--- src/shared/adc_host_pkg.sv ---
package adc_host_pkg;
  localparam int CLK_PERIOD_NS = 40;
  localparam int CONVERSION_TIME_NS = 3600;
  localparam int ACQUISITION_TIME_NS = 300;
  localparam int START_LOW_STD_NS = 35;
  localparam int START_LOW_EXT_NS = 45;
  localparam int READ_LOW_STD_NS = 35;
  localparam int READ_LOW_EXT_NS = 45;
  localparam int READ_GAP_NS = 40;
  localparam int DATA_ACCESS_EXT_NS = 70;
  localparam int RESULT_WIDTH = 12;
  localparam int CNT_WIDTH = 8;

  function automatic int ns_to_cycles(input int ns);
    int c;
    c = (ns + CLK_PERIOD_NS - 1) / CLK_PERIOD_NS;
    return (c < 1) ? 1 : c;
  endfunction

  localparam int START_LOW_CYC = ns_to_cycles(START_LOW_EXT_NS);
  localparam int READ_LOW_CYC = ns_to_cycles(DATA_ACCESS_EXT_NS);
  localparam int READ_GAP_CYC = ns_to_cycles(READ_GAP_NS);
  localparam int ACQ_CYC = ns_to_cycles(ACQUISITION_TIME_NS);
  localparam int BUSY_TIMEOUT_CYC = ns_to_cycles(CONVERSION_TIME_NS) + 4;

  typedef enum logic [2:0] {
    ST_IDLE = 3'b000,
    ST_START = 3'b001,
    ST_BUSY = 3'b010,
    ST_READ = 3'b011,
    ST_GAP = 3'b100,
    ST_ACQ = 3'b101
  } host_state_e;
endpackage

--- src/logic/adc_host.sv ---
`timescale 1ns/10ps
module adc_host
  import adc_host_pkg::*;
#(
  // pin times in ns, and the clock period they are counted in
  parameter int CLK_PERIOD = CLK_PERIOD_NS,
  parameter int CONV_TIME = CONVERSION_TIME_NS,
  parameter int ACQ_TIME = ACQUISITION_TIME_NS,
  parameter int START_LOW = START_LOW_EXT_NS,
  parameter int READ_LOW = READ_LOW_EXT_NS,
  parameter int READ_ACCESS = DATA_ACCESS_EXT_NS,
  parameter int READ_GAP = READ_GAP_NS
)
(
  // clock and reset
  input wire logic sys_clk,
  input wire logic rst_b,
  // user request
  input wire logic sample_req,
  input wire logic sample_pair_b,
  input wire logic bipolar,
  output logic sample_ready,
  output logic sample_valid,
  output logic [adc_host_pkg::RESULT_WIDTH-1:0] result_first,
  output logic [adc_host_pkg::RESULT_WIDTH-1:0] result_second,
  output logic result_pair_b,
  output logic busy_timeout,
  // converter pins
  output logic conversion_start_n,
  output logic chip_select_n,
  output logic read_n,
  output logic input_pair_select,
  input wire logic busy,
  input wire logic [adc_host_pkg::RESULT_WIDTH-1:0] result_bus
);
  import adc_host_pkg::*;

  host_state_e state, next_state;
  logic [CNT_WIDTH-1:0] cnt, next_cnt;
  logic second, next_second;
  logic [RESULT_WIDTH-1:0] next_result_first, next_result_second;
  logic next_sample_valid, next_result_pair_b, next_busy_timeout;
  logic next_input_pair_select;
  logic start_after_acq, next_start_after_acq;

  // whole cycles, never zero, so every minimum pin time holds at any period
  function automatic int cycles_of(input int ns);
    int c;
    c = (ns + CLK_PERIOD - 1) / CLK_PERIOD;
    return (c < 1) ? 1 : c;
  endfunction

  // the strobe must outlast both its own minimum and the data access time
  localparam int START_CYCLES = cycles_of(START_LOW);
  localparam int READ_CYCLES = (cycles_of(READ_ACCESS) > cycles_of(READ_LOW)) ?
    cycles_of(READ_ACCESS) : cycles_of(READ_LOW);
  localparam int GAP_CYCLES = cycles_of(READ_GAP);
  localparam int ACQ_CYCLES = cycles_of(ACQ_TIME);
  // margin past the slowest conversion before busy is taken as stuck
  localparam int TIMEOUT_CYCLES = cycles_of(CONV_TIME) +
    (BUSY_TIMEOUT_CYC - ns_to_cycles(CONVERSION_TIME_NS));
  localparam int CNT_LIMIT = 1 << CNT_WIDTH;

  // one down counter serves every wait, so the longest must fit in it
  if (CLK_PERIOD < 1) begin : g_bad_period
    $error("clock period must be positive");
  end
  if (TIMEOUT_CYCLES >= CNT_LIMIT || ACQ_CYCLES >= CNT_LIMIT || READ_CYCLES >= CNT_LIMIT ||
      START_CYCLES >= CNT_LIMIT || GAP_CYCLES >= CNT_LIMIT) begin : g_bad_count
    $error("a pin time does not fit the wait counter");
  end

  // sign flip on msb turns twos complement into offset binary for callers
  function automatic logic [RESULT_WIDTH-1:0] to_unsigned(input logic [RESULT_WIDTH-1:0] w,
                                                          input logic bip);
    return bip ? {~w[RESULT_WIDTH-1], w[RESULT_WIDTH-2:0]} : w;
  endfunction

  // handshake pins decode one state each, unregistered, so multi-bit state changes can glitch them
  assign sample_ready = (state == ST_IDLE);
  assign conversion_start_n = ~(state == ST_START);
  assign chip_select_n = ~(state == ST_READ);
  assign read_n = ~(state == ST_READ);

  always_comb begin
    next_state = state;
    next_cnt = cnt;
    next_second = second;
    next_result_first = result_first;
    next_result_second = result_second;
    next_sample_valid = 1'b0;
    next_result_pair_b = result_pair_b;
    next_busy_timeout = 1'b0;
    next_input_pair_select = input_pair_select;
    next_start_after_acq = start_after_acq;
    case (state)
      ST_IDLE: begin
        if (sample_req) begin
          next_input_pair_select = sample_pair_b;
          if (sample_pair_b != input_pair_select) begin
            // pair change needs fresh acquisition before sampling
            next_state = ST_ACQ;
            next_cnt = CNT_WIDTH'(ACQ_CYCLES);
            next_start_after_acq = 1'b1;
          end else begin
            next_state = ST_START;
            next_cnt = CNT_WIDTH'(START_CYCLES);
          end
        end
      end
      ST_START: begin
        next_cnt = cnt - 1'b1;
        if (cnt == CNT_WIDTH'(1)) begin
          next_state = ST_BUSY;
          next_cnt = CNT_WIDTH'(TIMEOUT_CYCLES);
        end
      end
      ST_BUSY: begin
        next_cnt = cnt - 1'b1;
        // busy rose within a cycle of the start edge, so low here means done
        if (!busy) begin
          next_state = ST_READ;
          next_second = 1'b0;
          next_cnt = CNT_WIDTH'(READ_CYCLES);
        end else if (cnt == CNT_WIDTH'(1)) begin
          // stuck busy: give up and report, rather than hang forever
          next_busy_timeout = 1'b1;
          next_state = ST_ACQ;
          next_cnt = CNT_WIDTH'(ACQ_CYCLES);
        end
      end
      ST_READ: begin
        next_cnt = cnt - 1'b1;
        if (cnt == CNT_WIDTH'(1)) begin
          // sample at end of strobe, after worst access time
          if (second) begin
            next_result_second = to_unsigned(result_bus, bipolar);
            next_result_pair_b = input_pair_select;
            next_sample_valid = 1'b1;
            next_state = ST_ACQ;
            next_cnt = CNT_WIDTH'(ACQ_CYCLES);
          end else begin
            next_result_first = to_unsigned(result_bus, bipolar);
            next_state = ST_GAP;
            next_cnt = CNT_WIDTH'(GAP_CYCLES);
          end
        end
      end
      ST_GAP: begin
        // both strobes high here lets the converter release the bus
        next_cnt = cnt - 1'b1;
        if (cnt == CNT_WIDTH'(1)) begin
          next_state = ST_READ;
          next_second = 1'b1;
          next_cnt = CNT_WIDTH'(READ_CYCLES);
        end
      end
      ST_ACQ: begin
        next_cnt = cnt - 1'b1;
        if (cnt == CNT_WIDTH'(1)) begin
          next_second = 1'b0;
          next_start_after_acq = 1'b0;
          if (start_after_acq) begin
            // arrived here from a pair change: now start the conversion
            next_state = ST_START;
            next_cnt = CNT_WIDTH'(START_CYCLES);
          end else begin
            // after a result or a timeout, wait for the next request
            next_state = ST_IDLE;
          end
        end
      end
      default: begin
        next_state = ST_IDLE;
        next_cnt = '0;
      end
    endcase
  end

  // reset leaves every converter pin at its idle level
  always_ff @(posedge sys_clk or negedge rst_b) begin
    if (!rst_b) begin
      state <= ST_IDLE;
      cnt <= '0;
      second <= 1'b0;
      result_first <= '0;
      result_second <= '0;
      sample_valid <= 1'b0;
      result_pair_b <= 1'b0;
      busy_timeout <= 1'b0;
      input_pair_select <= 1'b0;
      start_after_acq <= 1'b0;
    end else begin
      state <= next_state;
      cnt <= next_cnt;
      second <= next_second;
      result_first <= next_result_first;
      result_second <= next_result_second;
      sample_valid <= next_sample_valid;
      result_pair_b <= next_result_pair_b;
      busy_timeout <= next_busy_timeout;
      input_pair_select <= next_input_pair_select;
      start_after_acq <= next_start_after_acq;
    end
  end
endmodule

--- config.mk ---
export PLATFORM = sky130hd
export DESIGN_NAME = adc_host
export DESIGN_NICKNAME = d
export VERILOG_FILES = /design/src/shared/adc_host_pkg.sv /design/src/logic/adc_host.sv
export SDC_FILE = /design/constraint.sdc
export NUM_CORES = 1
export LEC_CHECK = 0
export BUFFER_PORTS_ARGS = -buffer_cell sky130_fd_sc_hd__buf_4
export CORE_ASPECT_RATIO = 1.1
export CORE_UTILIZATION = 56
export CTS_CLUSTER_DIAMETER = 100
export DETAILED_ROUTE_END_ITERATION = 8
export GPL_ROUTABILITY_DRIVEN = 0
export PLACE_DENSITY_LB_ADDON = 0.12
export SKIP_LAST_GASP = 1
export SLEW_MARGIN = 40
export SYNTH_ARGS = -nofsm -noshare
export SYNTH_HDL_FRONTEND = slang
export SYNTH_SLANG_ARGS = --single-unit
--- constraint.sdc ---
create_clock -name sys_clk -period 5.7 [get_ports sys_clk]
set_clock_uncertainty 0.05 [all_clocks]
set_input_delay 0.57 -clock sys_clk [delete_from_list [all_inputs] [get_ports sys_clk]]
set_output_delay 0.57 -clock sys_clk [all_outputs]
set_load 0.05 [all_outputs]
==> PnR_summary.wiki <==
{| class="wikitable"
! Metric !! Value
|-
| Initial antenna violation count || 0
|-
| Maximum clock insertion buffer count || 2
|-
| Min-delay worst type || primary input to asynchronous set/reset pin
|-
| Measured slew at the worst slew-check pin || 0.681 ns
|-
| Number of antenna repair diodes || 0
|-
| Setup repair after global routing missed its margin || no
|-
| R2R Setup Slk || roughly 3.2 ns
|-
| Vias in the first global route || approximately 1,600
|-
| Slowest stage cell, crit path || sky130_fd_sc_hd__dfrtp_1
|-
| Data arrival time at the worst-slack endpoint || around 2.0 ns
|-
| Cells taking the most area after synthesis || sky130_fd_sc_hd__dfrtp_1, sky130_fd_sc_hd__mux2_2, sky130_fd_sc_hd__nand2_1
|-
| Area Overhead vs Synth || 21.8%
|-
| Floorplan die width || between 50 and 60 um
|-
| Placed wire-length estimate after detailed placement || roughly 3.1 mm
|-
| DRC viols || 0
|-
| Biggest cell delay along the critical path || 0.61 ns
|-
| Ratio of final minimum period to clock period || 0.452
|-
| Resized Gates After CTS || 0
|-
| Via count normalized by instance count || about 5.9
|-
| Class of the most critical setup path || flip-flop to output pin
|-
| Global-route congestion overflow total || 0
|-
| Detail-routed net length per standard cell || 15.7 um
|-
| Sequential-to-total area share from yosys stat || 0.513
|-
| Maximum level of the CTS H-tree || 2
|-
| Via Count || roughly 1,600
|-
| Port Buffer Count || between 40 and 50
|-
| Max Transition Viols Final || 0
|-
| Total die area || 0.00382 mm^2
|-
| Top-area cell type share of the netlist area || 0.513
|-
| P_leak || 1.15 nW
|-
| Critical path launch point type || flip-flop
|-
| VDD IR max || around 240 uV
|-
| Layout cell share with drive strength beyond 1 || 0.377
|-
| Post-synth cell types || 42
|-
| Top-count cell post-synth || sky130_fd_sc_hd__dfrtp_1
|-
| Post-Route Hold Slack || 0.122 ns
|-
| Final setup violation count || 0
|-
| Number of nets in the finished design || 248
|-
| Root cell of the clock tree || sky130_fd_sc_hd__clkbuf_4
|-
| Library cell occupying the most area in the post-synthesis netlist || sky130_fd_sc_hd__dfrtp_1
|-
| Instance count after placement with tap cells included || roughly 270
|-
| Clock latency at the later pin of the worst-skew pair || 0.35 ns
|-
| Net count of the mapped netlist || between 200 and 250
|-
| Number of buffers inserted during clock tree synthesis || 5
|-
| Power per standard cell area || roughly 470 mW/mm^2
|-
| Pin count of the biggest net entering global routing || 42
|-
| Critical Path Fanout Max || 14
|-
| EDFF count, synth || 0
|-
| Antenna Nets Post-Route || 0
|-
| I/O Pins || 50
|-
| Core region area || between 0.003 and 0.004 mm^2
|-
| Row Count || 22
|-
| Global routing usage summed across all routing layers || 0.256
|-
| Max-capacitance violation count || 0
|-
| Count of buffer and inverter cells on the critical path || 2
|-
| Synthesized area divided by synthesized cell count || about 11 um^2
|-
| Post-route insts no fill || approximately 280
|-
| Instance count of the mapped netlist || about 180
|-
| Clock input transition at the sequential cells of the worst setup and hold paths || about 0.12 ns
|-
| Critical path data required time || ~5.1 ns
|-
| Post-CTS Hold Fix Bufs || 0
|-
| TNS Setup || 0 ns
|-
| TritonCTS sink count || about 40
|-
| First-pass DRT Iterations || 5
|-
| Minimum clock period after layout || about 2.6 ns
|-
| Flip-flop cell with the highest count after synthesis || sky130_fd_sc_hd__dfrtp_1
|-
| Synthesis-stage register bit count || 41
|-
| Slew headroom || 0.544
|-
| Buffer count from post-CTS setup fixing || 0
|-
| Detailed Route WL || 4.35 mm
|-
| Share of the core filled with cells in the final layout || 0.720
|-
| Number of warnings reported in the yosys synthesis log || 0
|-
| Share of async-settable or async-resettable flops after synthesis || 1.00
|-
| Depth of the most critical reg-to-reg path || 4
|-
| Worst path depth || 4
|-
| Syn Std Cell Area || about 0.002 mm^2
|-
| TritonCTS clock tree || done
|-
| First-pass GRT wire length || between 7 and 8 mm
|-
| Number of fill cells in the layout || around 260
|-
| Most used standard cells in the synthesized netlist || sky130_fd_sc_hd__dfrtp_1, sky130_fd_sc_hd__mux2_2, sky130_fd_sc_hd__nand2_1, sky130_fd_sc_hd__nor2_1
|-
| Total chip power || roughly 1.2 mW
|-
| Effective utilization at floorplan || 0.591
|-
| Critical-path cell list || nor2b_1 -> and2_1 -> inv_1 -> buf_4
|-
| Die Span Y || around 65 um
|-
| Top cell family by delay on the critical path || simple AND/OR/NAND/NOR gates
|-
| Final count of hold timing violations || 0
|-
| Outcome || complete, no violations
|-
| Max Clock Freq || ~0.39 GHz
|-
| Endpoint class of the critical path || output pin
|-
| First DRT Iteration DRCs || 157
|}
logic make-up (layout without fill, tap and decap cells):
group | count (synthesis) | after routing | share of synthesized area
simple gates | 57 | 57 | 0.156
flops | 41 | 41 | 0.512
compound gates | 36 | 36 | 0.116
mux | 25 | 25 | 0.140
buf+inv | 16 | 62 | 0.0412
xor+xnor | 5 | 5 | 0.0219
fa+ha+maj | 2 | 2 | 0.0125
flip-flops by register name (all words and copies together), names as in the netlist:
register           count
result_first          12
result_second         12
cnt                    8
state                  3
busy_timeout           1
input_pair_select      1
result_pair_b          1
sample_valid           1
second                 1
start_after_acq        1
worst register-to-register path, delay by kind of cell (launching register included):
| family | cells | cell delay [ns] |
|---|---|---|
| DFF | 1 | 0.48 |
| and+or+nand+nor | 3 | 1.46 |
| muxes | 1 | 0.41 |
final timing paths:
check                                        from                  to
min in group sys_clk                result_bus[8]     result_first[8]
worst max register to register             cnt[3]     result_first[1]
worst max-delay path                     state[0]  conversion_start_n
worst min-delay path                        rst_b              cnt[6]
worst min register to register  result_second[11]   result_second[11]
max in group asynchronous                   rst_b    result_second[0]
per-layer routing:
layer | vias to the layer above | global-route usage | routed length [um]
met5 | - | 0 | 0
met1 | 791 | 0.331 | 1800
met2 | 84 | 0.388 | 2140
met3 | 14 | 0.0639 | 288
li1 | 731 | - | -
met4 | 0 | 0.143 | 119
per-stage QoR:
| stage | worst slack (ns) | instance area, um^2 |
|---|---|---|
| floorplan | 3.20 | 2000 |
| global placement | 3.07 | 2370 |
| detailed placement | 3.18 | 2380 |
| CTS | 3.16 | 2430 |
| global route | 3.03 | 2440 |
| finish | 3.13 | 2440 |
placed cells by master (no fill, tap or decap), types with 2 or more instances in the layout:
cell                       instances
sky130_fd_sc_hd__or3_1             2
sky130_fd_sc_hd__o21ai_0          10
sky130_fd_sc_hd__ha_1              2
sky130_fd_sc_hd__nand3_1           3
sky130_fd_sc_hd__nor3_1            3
sky130_fd_sc_hd__buf_4            49
sky130_fd_sc_hd__a311oi_1          2
sky130_fd_sc_hd__clkbuf_4          5
sky130_fd_sc_hd__nand2b_1          5
sky130_fd_sc_hd__nor3b_1           2
sky130_fd_sc_hd__a21oi_1          10
sky130_fd_sc_hd__inv_1             6
sky130_fd_sc_hd__o211ai_1          3
sky130_fd_sc_hd__o22ai_1           2
sky130_fd_sc_hd__nor2_1           15
sky130_fd_sc_hd__nand2_1          15
sky130_fd_sc_hd__xor2_1            3
sky130_fd_sc_hd__dfrtp_1          41
sky130_fd_sc_hd__xnor2_1           2
sky130_fd_sc_hd__mux2_2           24
sky130_fd_sc_hd__and2_1            2
report_power, final:
group	total (mW)	internal, mW	switching (mW)
sequential	0.447	0.358	0.0894
clock	0.147	0.0583	0.0883
combinational	0.558	0.204	0.354
total	1.15	0.620	0.532
area by class of cell:
class / count / area, um^2 / area share
Clock buffer: 7 / 55.1 / 0.0226
Tap cell: 48 / 60.1 / 0.0246
Timing Repair Buffer: 49 / 368 / 0.151
Multi-Input combinational cell: 125 / 906 / 0.372
Sequential cell: 41 / 1030 / 0.421
Inverter: 6 / 22.5 / 0.00924
No activity file was read; power rests on OpenSTA's default activity.
